===== config.mk =====
export PLATFORM = sky130hd
export DESIGN_NAME = pbs_panel_seq
export DESIGN_NICKNAME = d
export VERILOG_FILES = /design/src/hw/pbs_pkg.sv /design/src/hw/pbs_sync.sv /design/src/hw/pbs_panel_seq.sv
export VERILOG_INCLUDE_DIRS = /design/src /design/src/hw
export SDC_FILE = /design/constraint.sdc
export NUM_CORES = 1
export LEC_CHECK = 0
export BUFFER_PORTS_ARGS = -buffer_cell sky130_fd_sc_hd__buf_2
export CAP_MARGIN = 10
export CORE_MARGIN = 4
export CORE_UTILIZATION = 60
export DETAILED_ROUTE_END_ITERATION = 7
export PLACE_DENSITY = 0.83
export SLEW_MARGIN = 20
export SYNTH_ARGS = -nofsm -noshare
export SYNTH_HDL_FRONTEND = slang
export SYNTH_SLANG_ARGS = --single-unit

===== constraint.sdc =====
create_clock -name clock -period 4.4 [get_ports clock]
set_input_delay 0.66 -clock clock [delete_from_list [all_inputs] [get_ports clock]]
set_output_delay 0.66 -clock clock [all_outputs]
set_load 0.005 [all_outputs]

===== src/hw/pbs_consts.svh =====
// Timing constants and pixel layout for the panel black-video and sequencing monitor.
// Assumes a 100 MHz clock; included by the package, the panel sequencing module and the bench.
`ifndef PBS_CONSTS_SVH
`define PBS_CONSTS_SVH
`define PBS_CLOCK_MHZ 100
`define PBS_GAP_MS 1
`define PBS_GAP_CYCLES (`PBS_GAP_MS * 1000 * `PBS_CLOCK_MHZ)
`define PBS_BLACK_MAX_MS 200
`define PBS_BLACK_MAX_CYCLES (`PBS_BLACK_MAX_MS * 1000 * `PBS_CLOCK_MHZ)
`define PBS_HPD_MAX_MS 200
`define PBS_HPD_MAX_CYCLES (`PBS_HPD_MAX_MS * 1000 * `PBS_CLOCK_MHZ)
`define PBS_LOSS_MAX_MS 50
`define PBS_LOSS_MAX_CYCLES (`PBS_LOSS_MAX_MS * 1000 * `PBS_CLOCK_MHZ)
`define PBS_HPD_DELAY_MS 100
`define PBS_HPD_DELAY_CYCLES (`PBS_HPD_DELAY_MS * 1000 * `PBS_CLOCK_MHZ)
`define PBS_LOSS_DELAY_MS 40
`define PBS_LOSS_DELAY_CYCLES (`PBS_LOSS_DELAY_MS * 1000 * `PBS_CLOCK_MHZ)
`define PBS_PIXEL_W 18
`define PBS_BLACK_PIXEL 18'h00000
`define PBS_NOSTREAM_BIT 3
`define PBS_CNT_W 32
`endif


===== src/hw/pbs_pkg.sv =====
// Types shared by the panel black-video and sequencing monitor.
// Assumes the constants header is present on the include path.
`include "pbs_consts.svh"
package pbs_pkg;
   typedef enum logic [1:0] {
      PBS_RAIL_OFF = 2'b00,
      PBS_RAIL_UP = 2'b01,
      PBS_DIM_ON = 2'b10,
      PBS_LIT = 2'b11
   } pbs_seq_type;
endpackage


===== src/hw/pbs_sync.sv =====
// Three-stage input synchroniser with agreement filter.
// Assumes the input is asynchronous to clock.
`timescale 1ns/1ps
module pbs_sync (
   input wire logic clock,
   input wire logic reset,
   input wire logic pinIn,
   output logic level
);
   logic [2:0] stage_r;
   logic [2:0] stage_nxt;
   logic level_r;
   logic level_nxt;

   // The first stage feeds only the second; the change counts once stages two and three agree.
   always_comb begin
      stage_nxt = {stage_r[1:0], pinIn};
      level_nxt = (stage_r[1] == stage_r[2]) ? stage_r[2] : level_r;
   end

   // Registers the shift chain and the filtered level.
   always_ff @(posedge clock) begin
      if (reset) begin
         stage_r <= 3'h0;
         level_r <= 1'b0;
      end else begin
         stage_r <= stage_nxt;
         level_r <= level_nxt;
      end
   end

   assign level = level_r;
endmodule // pbs_sync


===== src/hw/pbs_panel_seq.sv =====
// Panel sink logic: autonomous black video, hot-plug detect and AUX readiness, sequencing watch.
// Assumes reset follows the panel logic supply; backlight pins are asynchronous and synchronised here.
`timescale 1ns/1ps
`include "pbs_consts.svh"
module pbs_panel_seq
   import pbs_pkg::*;
#(
   parameter logic [`PBS_CNT_W-1:0] GAP_CYCLES = `PBS_GAP_CYCLES,
   parameter logic [`PBS_CNT_W-1:0] HPD_DELAY = `PBS_HPD_DELAY_CYCLES,
   parameter logic [`PBS_CNT_W-1:0] LOSS_DELAY = `PBS_LOSS_DELAY_CYCLES
) (
   input wire logic clock,
   input wire logic reset,
   input wire logic ledRailPin,
   input wire logic dimmingPin,
   input wire logic backlightEnPin,
   input wire logic linkActive,
   input wire logic msaValid,
   input wire logic timingValid,
   input wire logic [7:0] streamFlags,
   input wire logic streamFlagsValid,
   input wire logic [`PBS_PIXEL_W-1:0] pixelIn,
   input wire logic blackDisable,
   input wire logic auxRequest,
   output logic [`PBS_PIXEL_W-1:0] pixelOut,
   output logic blackActive,
   output logic hotPlugDetect,
   output logic auxReady,
   output logic auxReply,
   output logic sinkStatus,
   output logic seqViolation
);
   logic ledRail;
   logic dimming;
   logic backlightEn;
   logic [`PBS_CNT_W-1:0] upCnt_r, upCnt_nxt;
   logic hpd_r, hpd_nxt;
   logic streamAbsent_r, streamAbsent_nxt;
   logic [`PBS_CNT_W-1:0] lossCnt_r, lossCnt_nxt;
   logic black_r, black_nxt;
   logic [`PBS_PIXEL_W-1:0] pix_r, pix_nxt;
   logic reply_r, reply_nxt;
   pbs_seq_type seq_r, seq_nxt;
   logic [`PBS_CNT_W-1:0] gapCnt_r, gapCnt_nxt;
   logic viol_r, viol_nxt;
   logic seqFromLit_r, seqFromLit_nxt;
   logic status_r, status_nxt;
   logic videoGood;

   // Backlight pins come from the source's controller and are synchronised.
   pbs_sync syncRail (.clock(clock), .reset(reset), .pinIn(ledRailPin), .level(ledRail));
   pbs_sync syncDim (.clock(clock), .reset(reset), .pinIn(dimmingPin), .level(dimming));
   pbs_sync syncEn (.clock(clock), .reset(reset), .pinIn(backlightEnPin), .level(backlightEn));

   // Video counts as good only with link data, valid attributes and sane timing.
   assign videoGood = linkActive && msaValid && timingValid && !streamAbsent_r;

   // Power-up timer raises hot-plug detect; AUX is served from reset release onward.
   always_comb begin
      upCnt_nxt = upCnt_r;
      hpd_nxt = hpd_r;
      if (upCnt_r < HPD_DELAY) begin
         upCnt_nxt = upCnt_r + 32'h1;
      end else begin
         hpd_nxt = 1'b1;
      end
      reply_nxt = auxRequest;
   end

   // Stream-absent flag, loss timer and the black decision.
   always_comb begin
      streamAbsent_nxt = streamAbsent_r;
      if (streamFlagsValid) begin
         streamAbsent_nxt = streamFlags[`PBS_NOSTREAM_BIT];
      end
      lossCnt_nxt = lossCnt_r;
      if (videoGood) begin
         lossCnt_nxt = 32'h0;
      end else if (lossCnt_r < LOSS_DELAY) begin
         lossCnt_nxt = lossCnt_r + 32'h1;
      end
      black_nxt = black_r;
      if (blackDisable) begin
         black_nxt = 1'b0;
      end else if (streamAbsent_r || (streamFlagsValid && streamFlags[`PBS_NOSTREAM_BIT])) begin
         black_nxt = 1'b1;
      end else if (!videoGood && lossCnt_r >= LOSS_DELAY) begin
         black_nxt = 1'b1;
      end else if (videoGood) begin
         black_nxt = 1'b0;
      end
      pix_nxt = black_nxt ? `PBS_BLACK_PIXEL : pixelIn;
      // Status is registered beside black so that the output comes from a flip-flop.
      status_nxt = !black_nxt;
   end

   // Sequencing watch: flags a source that breaks the 1 ms gaps.
   always_comb begin
      seq_nxt = seq_r;
      viol_nxt = viol_r;
      gapCnt_nxt = (gapCnt_r < GAP_CYCLES) ? gapCnt_r + 32'h1 : gapCnt_r;
      case (seq_r)
         PBS_RAIL_OFF: begin
            if (ledRail) begin
               seq_nxt = PBS_RAIL_UP;
               gapCnt_nxt = 32'h0;
            end
         end
         PBS_RAIL_UP: begin
            if (!ledRail) begin
               if (gapCnt_r < GAP_CYCLES) viol_nxt = 1'b1;
               seq_nxt = PBS_RAIL_OFF;
            end else if (dimming) begin
               if (gapCnt_r < GAP_CYCLES) viol_nxt = 1'b1;
               seq_nxt = PBS_DIM_ON;
               gapCnt_nxt = 32'h0;
            end
         end
         PBS_DIM_ON: begin
            if (backlightEn) begin
               if (gapCnt_r < GAP_CYCLES) viol_nxt = 1'b1;
               seq_nxt = PBS_LIT;
               gapCnt_nxt = 32'h0;
            end else if (!dimming) begin
               seq_nxt = PBS_RAIL_UP;
               gapCnt_nxt = 32'h0;
            end
         end
         PBS_LIT: begin
            if (!backlightEn) begin
               seq_nxt = PBS_DIM_ON;
               gapCnt_nxt = 32'h0;
            end
         end
         default: seq_nxt = PBS_RAIL_OFF;
      endcase
      if (seq_r == PBS_DIM_ON && !dimming && !backlightEn && gapCnt_r < GAP_CYCLES && seqFromLit_r) begin
         viol_nxt = 1'b1;
      end
   end

   // Remembers that the dimming stage was entered from the lit state.
   always_comb begin
      seqFromLit_nxt = seqFromLit_r;
      if (seq_r == PBS_LIT && !backlightEn) seqFromLit_nxt = 1'b1;
      else if (seq_r != PBS_DIM_ON) seqFromLit_nxt = 1'b0;
   end

   // Black starts active at reset, so black video begins at once after supply rise.
   always_ff @(posedge clock) begin
      if (reset) begin
         upCnt_r <= 32'h0;
         hpd_r <= 1'b0;
         reply_r <= 1'b0;
         streamAbsent_r <= 1'b0;
         lossCnt_r <= 32'h0;
         black_r <= 1'b1;
         pix_r <= `PBS_BLACK_PIXEL;
         seq_r <= PBS_RAIL_OFF;
         gapCnt_r <= 32'h0;
         viol_r <= 1'b0;
         seqFromLit_r <= 1'b0;
         status_r <= 1'b0;
      end else begin
         upCnt_r <= upCnt_nxt;
         hpd_r <= hpd_nxt;
         reply_r <= reply_nxt;
         streamAbsent_r <= streamAbsent_nxt;
         lossCnt_r <= lossCnt_nxt;
         black_r <= black_nxt;
         pix_r <= pix_nxt;
         seq_r <= seq_nxt;
         gapCnt_r <= gapCnt_nxt;
         viol_r <= viol_nxt;
         seqFromLit_r <= seqFromLit_nxt;
         status_r <= status_nxt;
      end
   end

   assign pixelOut = pix_r;
   assign blackActive = black_r;
   assign hotPlugDetect = hpd_r;
   assign auxReady = hpd_r;
   assign auxReply = reply_r;
   assign sinkStatus = status_r;
   assign seqViolation = viol_r;

   // Black output forces the pixel to gray level zero.
   chk_black_pixel_zero: assert property (@(posedge clock) disable iff (reset)
      blackActive |-> pixelOut == `PBS_BLACK_PIXEL) else $error("pixel not black");
   // Stream-absent flag gives black two cycles later unless disabled.
   chk_nostream_black: assert property (@(posedge clock) disable iff (reset)
      (streamFlagsValid && streamFlags[`PBS_NOSTREAM_BIT] && !blackDisable) ##1 !blackDisable |=> blackActive)
      else $error("no black on stream absent");
   // Debug control removes black.
   chk_disable_black: assert property (@(posedge clock) disable iff (reset)
      blackDisable |=> !blackActive) else $error("disable ignored");
   // Loss timer saturation implies black.
   chk_loss_black: assert property (@(posedge clock) disable iff (reset)
      (lossCnt_r >= LOSS_DELAY && !videoGood && !blackDisable) |=> blackActive)
      else $error("no black after loss");
   // Hot-plug detect only after the power-up delay.
   chk_hpd_timing: assert property (@(posedge clock) disable iff (reset)
      $rose(hotPlugDetect) |-> $past(upCnt_r) >= HPD_DELAY) else $error("hpd early");
   // Every AUX request is answered the next cycle.
   chk_aux_reply: assert property (@(posedge clock) disable iff (reset)
      auxRequest |=> auxReply) else $error("aux not answered");
   // Early dimming after rail rise is flagged.
   chk_dim_gap: assert property (@(posedge clock) disable iff (reset)
      (seq_r == PBS_RAIL_UP && ledRail && dimming && gapCnt_r < GAP_CYCLES) |=> seqViolation)
      else $error("dim gap missed");
   // Early enable after dimming is flagged.
   chk_en_gap: assert property (@(posedge clock) disable iff (reset)
      (seq_r == PBS_DIM_ON && backlightEn && gapCnt_r < GAP_CYCLES) |=> seqViolation)
      else $error("enable gap missed");
   // Early rail fall after dimming removal is flagged.
   chk_rail_gap: assert property (@(posedge clock) disable iff (reset)
      (seq_r == PBS_RAIL_UP && !ledRail && gapCnt_r < GAP_CYCLES) |=> seqViolation)
      else $error("rail gap missed");
   // Early dimming removal after the enable drops is flagged.
   chk_dim_off_gap: assert property (@(posedge clock) disable iff (reset)
      (seq_r == PBS_DIM_ON && seqFromLit_r && !dimming && !backlightEn && gapCnt_r < GAP_CYCLES) |=> seqViolation)
      else $error("dimming removal gap missed");
   // Status is the inverse of black.
   chk_status_black: assert property (@(posedge clock) disable iff (reset)
      sinkStatus != blackActive) else $error("status mismatch");
endmodule // pbs_panel_seq


==> qor.tcl, run 1 <==
set qor(num_antenna_cells) 0
set qor(unique_masters_post_synth) 52
set qor(ys_warn_count) 0
set qor(drtAntennaViolNets) 0
set qor(worst_setup_hold_path_clk_slew_ns) 0.06
set qor(detail_route.vias_per_cell) 5.94
set qor(finish.cell_count_without_fillers) 786
set qor(multiInputGateArea_um2) 2740
set qor(boundaryPins) 61
set qor(achievable-frequency_ghz) 0.372
set qor(grt_overflow_total) 0
set qor(antenna_found_initial) 0
set qor(tightest_slew_ns) 0.977
set qor(cts.sink_count) 135
set qor(die_w_um) 105
set qor(power_frac_seq_pct) 44.2
set qor(totalNegativeSetupSlack_ns) 0
set qor(worst-path-max-fanout) 30
set qor(synth_top_flop_cell) {sky130_fd_sc_hd__dfxtp_1}
set qor(pwr-share-clk_pct) 51.5
set qor(dieHeight_um) 105
set qor(synth.yosys.seq_area_share_pct) 48.0
set qor(static-leakage-power_nw) 2.54
set qor(synth_enable_flop_cells) 0
set qor(slew-limit-headroom_pct) 34.9
set qor(number_of_nets_in_the_synthesized_netlist) 672
set qor(cts_tree) {built}
set qor(time_the_final_worst_path_needs_with_i_o_delays_and_setup_ns) 2.69
set qor(start_kind) {register}
set qor(port-buffer-count) 53
set qor(initial_core_util_pct) 61.3
set qor(synth_top_cells_by_area) {sky130_fd_sc_hd__dfxtp_1, sky130_fd_sc_hd__a21oi_1, sky130_fd_sc_hd__nor2_1, sky130_fd_sc_hd__and2_1, sky130_fd_sc_hd__nor2b_1}
set qor(grt_setup_unrepaired) {no}
set qor(clock_tree.root_cell) {sky130_fd_sc_hd__clkbuf_8}
set qor(post_synth_instance_area_um2) 5640
set qor(net-switching-power_uw) 632
set qor(detailed_router_s_first_iteration_violation_count) 189
set qor(syn_avg_cell_area_um2) 9.02
set qor(layout.filler_cells) 675
set qor(async_reset_ff_share_pct) 0
set qor(skew_ns) 0.00790
set qor(reg2reg_depth) 5
set qor(cts_hold_buffers) 0
set qor(htreeDepth) 4
set qor(maxCapViolations) 0
set qor(layout.cells.most_common_list) {sky130_fd_sc_hd__dfxtp_1, sky130_fd_sc_hd__buf_2, sky130_fd_sc_hd__nor2_1}
set qor(final-max-slew-violation-count) 0
set qor(run_status) {completed}
set qor(route.detailed.drc) 0
set qor(ys_seq_elements) 135
set qor(grt_max_degree) 79
set qor(rows) 35
set qor(synth.top_cell.area_share_pct) 48.0
set qor(worst_hold_path.num_cells) 2
set qor(floorplan.die_area_um2) 11000
set qor(hold_viol_final) 0
set qor(first_pass_iters) 5
set qor(post_synthesis_cell_count) 625
set qor(cts_buffers) 17
set qor(power.density_nw_per_um2) 437
set qor(wl_um) 11800
set qor(placedCellCount) 754
set qor(clock_insertion_delay_worst_skew_ns) 0.53
set qor(comb_power_share_pct) 4.2
set qor(critPathRequiredTime_ns) 4.82
set qor(synthDominantAreaCellType) {sky130_fd_sc_hd__dfxtp_1}
set qor(leading_cell_type_in_the_layout_fill_and_taps_excluded) {sky130_fd_sc_hd__dfxtp_1}
set qor(detailroute.via_count) 4666
set qor(clockBufferDepth) 2
set qor(area.sequential_um2) 2700
set qor(first_pass_grt_wire_length_um) 20100
set qor(cts_post_setup_buffers_inserted) 0
set qor(post_cts_resized) 0
set qor(nets) 709
set qor(critical_path_class) {register to register}
set qor(core_area_um2) 9200
set qor(internal_power_mw) 2.23
set qor(avgRoutedWirePerCell_um) 15.0
set qor(critPathCaptureType) {register}
set qor(area_growth_pct) 16.1
set qor(drive_gt1_share_pct) 15.9
set qor(p_sw_share_pct) 22.1
set qor(grtUsageTotal_pct) 22.0
set qor(grt_pass1_vias) 4511
set qor(layout_worst_path_cycle_share_pct) 61.1
set qor(critPathArrivalTime_ns) 3.10
set qor(gp_congestion) 0.818
set qor(vdd_drop_max_mv) 0.290
set qor(detailed_place_hpwl_um) 7280
set qor(timing.final.setup_violations) 0
set qor(holdCritPathClass) {input port to register}
## final cells by class
type	instances	area share, %
multi-input combinational	435	41.9
sequential	135	41.3
clock buffer	18	6.39
timing repair buffer	55	4.28
clock inverter	14	3.02
tap	111	2.12
inverter	18	1.03
## cell usage after synthesis, types with 18 or more instances
library cell	count
sky130_fd_sc_hd__nor2_1	49
sky130_fd_sc_hd__nor4_1	20
sky130_fd_sc_hd__nand2_1	42
sky130_fd_sc_hd__and2_1	27
sky130_fd_sc_hd__nor3b_1	18
sky130_fd_sc_hd__inv_1	18
sky130_fd_sc_hd__dfxtp_1	135
sky130_fd_sc_hd__nor2b_1	27
sky130_fd_sc_hd__clkbuf_1	26
sky130_fd_sc_hd__nand3_1	20
sky130_fd_sc_hd__a21oi_1	44
## kinds of logic (layout without fill, tap and decap cells)
logic type	after synthesis	after routing	share of synthesized area (%)
and+or+nand+nor	285	285	28.5
AOI/OAI and AO/OA	116	116	13.3
adders and majority gates	10	10	2.22
buffers and inverters	55	105	3.82
DFF	135	135	48.0
muxes	14	14	2.66
xor gates and xnor gates	10	10	1.55
## layer usage
metal | wire [um] | vias up | track usage, %
met2 | 6000 | 90 | 38.3
met4 | 180 | 0 | 9.47
met5 | 0 | - | 0
li1 | - | 2328 | -
met1 | 5150 | 2226 | 26.0
met3 | 420 | 22 | 5.06
## worst max-delay path: stages (launching register included)
cell and delay, ns:
sky130_fd_sc_hd__dfxtp_1 0.36, sky130_fd_sc_hd__or4b_1 0.55, sky130_fd_sc_hd__o41ai_1 0.48, sky130_fd_sc_hd__a21o_1 0.74, sky130_fd_sc_hd__nor3_1 0.16, sky130_fd_sc_hd__mux2_2 0.30
## path summary, 6_finish.rpt
path	startpoint	endpoint	slack (ns)
min	dimmingPin	syncDim.stage_r[0]$_SDFF_PP0_	0.34
min reg2reg	syncEn.stage_r[0]$_SDFF_PP0_	syncEn.stage_r[1]$_SDFF_PP0_	0.44
max reg2reg	upCnt_r[8]$_SDFFE_PP0N_	upCnt_r[15]$_SDFFE_PP0N_	1.71
max	upCnt_r[8]$_SDFFE_PP0N_	upCnt_r[15]$_SDFFE_PP0N_	1.71
## power by group through the flow
stage	Sequential [mW]	Clock, mW	Combinational, mW
after floorplan	1.29	0	0.0748
after global placement	1.29	0	0.112
after detailed placement	1.29	0	0.118
after CTS	1.26	1.49	0.122
after global routing	1.27	1.54	0.136
final	1.26	1.47	0.121
## stage by stage
| step | hold WS [ns] | total power [mW] | setup slack (ns) | util [%] | cell area [um^2] |
|---|---|---|---|---|---|
| 2_1_floorplan | 0.414 | 1.36 | 2.31 | - | 5640 |
| 3_3_place_gp | 0.428 | 1.40 | 1.77 | 64.3 | 5910 |
| 3_5_place_dp | 0.430 | 1.41 | 1.74 | 64.4 | 5920 |
| 4_1_cts | 0.329 | 2.87 | 1.71 | 71.1 | 6540 |
| 5_1_grt | 0.358 | 2.94 | 1.56 | 71.2 | 6540 |
| 6_report | 0.341 | 2.86 | 1.71 | 71.2 | 6540 |
## registers in the layout (all words and copies together) (netlist names), 2 cells and up
register,count
syncEn.stage_r,3
seq_r,2
pixelOut,18
syncDim.stage_r,3
syncRail.stage_r,3
gapCnt_r,32
lossCnt_r,32
upCnt_r,32
(Power assumes the default switching activity.)
==> run 2, diff against run 1 <==
--- a/config.mk
+++ b/config.mk
@@ -6,12 +6,13 @@
 export SDC_FILE = /design/constraint.sdc
 export NUM_CORES = 1
 export LEC_CHECK = 0
+export ABC_AREA = 1
 export BUFFER_PORTS_ARGS = -buffer_cell sky130_fd_sc_hd__buf_2
 export CAP_MARGIN = 10
 export CORE_MARGIN = 4
-export CORE_UTILIZATION = 60
+export CORE_UTILIZATION = 59
 export DETAILED_ROUTE_END_ITERATION = 7
-export PLACE_DENSITY = 0.83
+export PLACE_DENSITY = 0.82
 export SLEW_MARGIN = 20
 export SYNTH_ARGS = -nofsm -noshare
 export SYNTH_HDL_FRONTEND = slang
==> constraint.sdc (replaced) <==
create_clock -name clock -period 2.6 [get_ports clock]
set_input_delay 0.39 -clock clock [delete_from_list [all_inputs] [get_ports clock]]
set_output_delay 0.39 -clock clock [all_outputs]
set_load 0.005 [all_outputs]
==> run 2 against run 1 <==
Net effect: register-to-register slack got worse by 1.1 ns; via count is 19% higher; total power up 68%; final area up 11%; sequential share of layout area fell by 3.9 points; synthesized cell count increased by 45%.
==> qor.tcl, run 2 <==
set qor(netlist_top_cells_count) {sky130_fd_sc_hd__nand2_1, sky130_fd_sc_hd__nor2_1, sky130_fd_sc_hd__inv_1, sky130_fd_sc_hd__dfxtp_1, sky130_fd_sc_hd__nand3_1}
set qor(nets) 1007 ;# +42%
set qor(cts.sink_count) 135 ;# unchanged
set qor(critPathRequiredTime_ns) 3.00 ;# -1.82 ns
set qor(cts_post_setup_buffers_inserted) 0 ;# unchanged
set qor(final-max-slew-violation-count) 0 ;# unchanged
set qor(timing.final.setup_violations) 0 ;# unchanged
set qor(ff2ff_setup_slack_ns) 0.61 ;# -1.10 ns
set qor(layout.cells.most_common_list) {sky130_fd_sc_hd__nand2_1, sky130_fd_sc_hd__nor2_1, sky130_fd_sc_hd__inv_1}
set qor(largestRegisters) {gapCnt_r: 32 flops, lossCnt_r: 32 flops, upCnt_r: 32 flops}
set qor(detailroute.via_count) 5561 ;# +19%
set qor(area_growth_pct) 15.1
set qor(antenna_found_initial) 0 ;# unchanged
set qor(drtAntennaViolNets) 0 ;# unchanged
set qor(first_pass_iters) 5 ;# unchanged
set qor(synth_top_cells_by_area) {sky130_fd_sc_hd__dfxtp_1, sky130_fd_sc_hd__nand2_1, sky130_fd_sc_hd__nor2_1, sky130_fd_sc_hd__inv_1, sky130_fd_sc_hd__nand3_1}
set qor(holdCritPathClass) {input port to register}
set qor(synth.top_cell.area_share_pct) 43.0 ;# -5.0 points
set qor(detailed_place_hpwl_um) 8690 ;# +19%
set qor(skew_ns) 0.00753 ;# -0.000376 ns
set qor(placedCellCount) 1077 ;# +43%
set qor(grt_setup_unrepaired) {no}
set qor(rows) 37 ;# +5.7%
set qor(placement.setup.worst_slack_ns) 0.674 ;# -1.07 ns
set qor(utilization_pct) 69.8 ;# -1.4 points
set qor(place_area_um2) 6630 ;# +12%
set qor(die_w_um) 111 ;# +6.0%
set qor(crit_slowest_cell) {sky130_fd_sc_hd__dfxtp_1}
set qor(unique_masters_post_synth) 36 ;# -31%
set qor(static-leakage-power_nw) 2.97 ;# +17%
set qor(yosysMostFrequentCell) {sky130_fd_sc_hd__nand2_1}
set qor(rr_startpoint) {lossCnt_r[0]$_SDFFE_PP0P_}
set qor(post_synth_instance_area_um2) 6290 ;# +12%
set qor(post_cts_resized) 0 ;# unchanged
set qor(post_synthesis_cell_count) 905 ;# +45%
set qor(setup.worst_path.end) {lossCnt_r[14]$_SDFFE_PP0P_}
set qor(clock_insertion_delay_worst_skew_ns) 0.52 ;# about the same
set qor(fin_ws_ns) 0.609 ;# -1.10 ns
set qor(htreeDepth) 4 ;# unchanged
set qor(critical_path.max_stage_delay_ns) 0.45 ;# -0.29 ns
set qor(grt_max_degree) 45 ;# -43%
set qor(floorplan.die_area_um2) 12400 ;# +12%
set qor(reg2reg_depth) 9 ;# +4
set qor(cts_hold_buffers) 0 ;# unchanged
set qor(tightest_slew_ns) 0.532 ;# -0.445 ns
set qor(avgRoutedWirePerCell_um) 11.8 ;# -21%
set qor(synth.yosys.seq_area_share_pct) 43.0 ;# -5.0 points
set qor(worst-path-max-fanout) 7 ;# -77%
set qor(synthDominantAreaCellType) {sky130_fd_sc_hd__dfxtp_1}
set qor(hold_viol_final) 0 ;# unchanged
set qor(port-buffer-count) 53 ;# unchanged
set qor(maxCapViolations) 0 ;# unchanged
set qor(grt_pass1_vias) 5115 ;# +13%
set qor(ys_seq_elements) 135 ;# unchanged
set qor(detail_route.vias_per_cell) 5.02 ;# -15%
set qor(gp_congestion) 0.888 ;# +8.6%
set qor(worst_hold_path.num_cells) 3 ;# +1
set qor(crit_family) {simple AND/OR/NAND/NOR gates}
set qor(number_of_nets_in_the_synthesized_netlist) 952 ;# +42%
set qor(critPathArrivalTime_ns) 2.39 ;# -0.71 ns
set qor(time_the_final_worst_path_needs_with_i_o_delays_and_setup_ns) 1.99 ;# -0.698 ns
set qor(totalNegativeSetupSlack_ns) 0 ;# unchanged
set qor(hold-worst-slack_ns) 0.0765 ;# -0.264 ns
set qor(initial_core_util_pct) 60.6 ;# -0.65 points
set qor(boundaryPins) 61 ;# unchanged
set qor(critical_path_depth) 9 ;# +4
set qor(worstPathCellList) {ha_1, inv_1, nor3_2, nand2_1, nor2_1, nand2_1, nor2_1, xor2_1, nor2_1}
set qor(grtUsageTotal_pct) 21.8 ;# -0.18 points
set qor(leading_cell_type_in_the_layout_fill_and_taps_excluded) {sky130_fd_sc_hd__nand2_1}
set qor(stdcell_area_um2) 7230 ;# +11%
set qor(worstReg2RegEnd) {lossCnt_r[14]$_SDFFE_PP0P_}
set qor(worst_setup_path_startpoint) {lossCnt_r[0]$_SDFFE_PP0P_}
set qor(clock_tree.root_cell) {sky130_fd_sc_hd__clkbuf_8}
set qor(slew-limit-headroom_pct) 64.5 ;# +30 points
set qor(layout_worst_path_cycle_share_pct) 76.6 ;# +15 points
set qor(cp_common_cell) {sky130_fd_sc_hd__nor2_1}
set qor(async_reset_ff_share_pct) 0 ;# unchanged
set qor(run_status) {completed}
set qor(synth_top_flop_cell) {sky130_fd_sc_hd__dfxtp_1}
set qor(dieHeight_um) 111 ;# +6.0%
set qor(num_antenna_cells) 0 ;# unchanged
set qor(grt_overflow_total) 0 ;# unchanged
set qor(first_pass_grt_wire_length_um) 22700 ;# +13%
set qor(cts_tree) {built}
set qor(vdd_drop_max_mv) 0.490 ;# +69%
set qor(ys_warn_count) 0 ;# unchanged
set qor(syn_avg_cell_area_um2) 6.95 ;# -23%
set qor(worst_setup_hold_path_clk_slew_ns) 0.06 ;# about the same
set qor(drive_gt1_share_pct) 12.1 ;# -3.7 points
set qor(total_power_mw) 4.80 ;# +68%
set qor(critPathCaptureType) {register}
set qor(clockBufferDepth) 2 ;# unchanged
set qor(timing.critical_path.buf_inv) 1 ;# +1
set qor(achievable-frequency_ghz) 0.502 ;# +35%
set qor(critical_path_class) {register to register}
set qor(synth_enable_flop_cells) 0 ;# unchanged
set qor(cts_buffers) 17 ;# unchanged
set qor(route.detailed.drc) 0 ;# unchanged
set qor(core_area_um2) 10400 ;# +13%
set qor(power.density_nw_per_um2) 664 ;# +52%
set qor(start_kind) {register}
set qor(wl_um) 13000 ;# +11%
set qor(finish.cell_count_without_fillers) 1108 ;# +41%
set qor(detailed_router_s_first_iteration_violation_count) 286 ;# +51%
==> run 2: cell types whose count changed in the layout (fill, tap and decap cells not counted), moves of 26 or more <==
cell	previous run	this run
sky130_fd_sc_hd__and2_1	27	1
sky130_fd_sc_hd__inv_1	18	137
sky130_fd_sc_hd__nand2_1	42	207
sky130_fd_sc_hd__nand3_1	20	57
sky130_fd_sc_hd__nor2_1	49	162
sky130_fd_sc_hd__nor2b_1	27	0
==> run 2: cell type report <==
type	count	area (um^2)
well taps	136	170
flip-flops and latches	135	2700
repair buffers	60	318
multi-input cells	605	2910
fillers	881	3140
inverters	141	529
clock buffers	19	432
clock inverters	12	176
==> run 2: worst min path at each step <==
stage | from | endpoint | slack [ns]
final | backlightEnPin | syncEn.stage_r[0]$_SDFF_PP0_ | 0.08
after global routing | pixelIn[7] | pixelOut[7]$_SDFF_PP0_ | 0.06
after CTS | pixelIn[0] | pixelOut[0]$_SDFF_PP0_ | 0.06
after detailed placement | syncEn.stage_r[0]$_SDFF_PP0_ | syncEn.stage_r[1]$_SDFF_PP0_ | 0.40
after global placement | syncDim.stage_r[0]$_SDFF_PP0_ | syncDim.stage_r[1]$_SDFF_PP0_ | 0.39
after floorplan | syncDim.stage_r[0]$_SDFF_PP0_ | syncDim.stage_r[1]$_SDFF_PP0_ | 0.39
==> run 2: routing by layer <==
metal  global-route usage [%]  wire [um]  vias to the layer above
li1                         -          -                     2907
met1                     28.4       6140                     2537
met2                     35.5       6250                       99
met3                     5.68        466                       18
met4                     6.97        187                        0
met5                        0          0                        -
==> run 2: where the power goes <==
group,switching [mW],internal (mW),total [mW]
Sequential,0.0257,2.11,2.14
Clock,0.891,1.58,2.47
Combinational,0.122,0.0758,0.198
Total,1.04,3.76,4.80
==> run 2: worst reg2reg max path, stage by stage (launching register included) <==
cell and delay (ns):
sky130_fd_sc_hd__dfxtp_1 0.45, sky130_fd_sc_hd__ha_1 0.29, sky130_fd_sc_hd__inv_1 0.12, sky130_fd_sc_hd__nor3_2 0.30, sky130_fd_sc_hd__nand2_1 0.14, sky130_fd_sc_hd__nor2_1 0.17
sky130_fd_sc_hd__nand2_1 0.08, sky130_fd_sc_hd__nor2_1 0.12, sky130_fd_sc_hd__xor2_1 0.15, sky130_fd_sc_hd__nor2_1 0.05
==> run 2: cell families after synthesis <==
kind of cell / share of synthesized area, %
flops: 43.0
compound gates: 7.32
xor+xnor: 4.46
buf+inv: 10.8
simple gates: 32.5
fa+ha+maj: 1.99
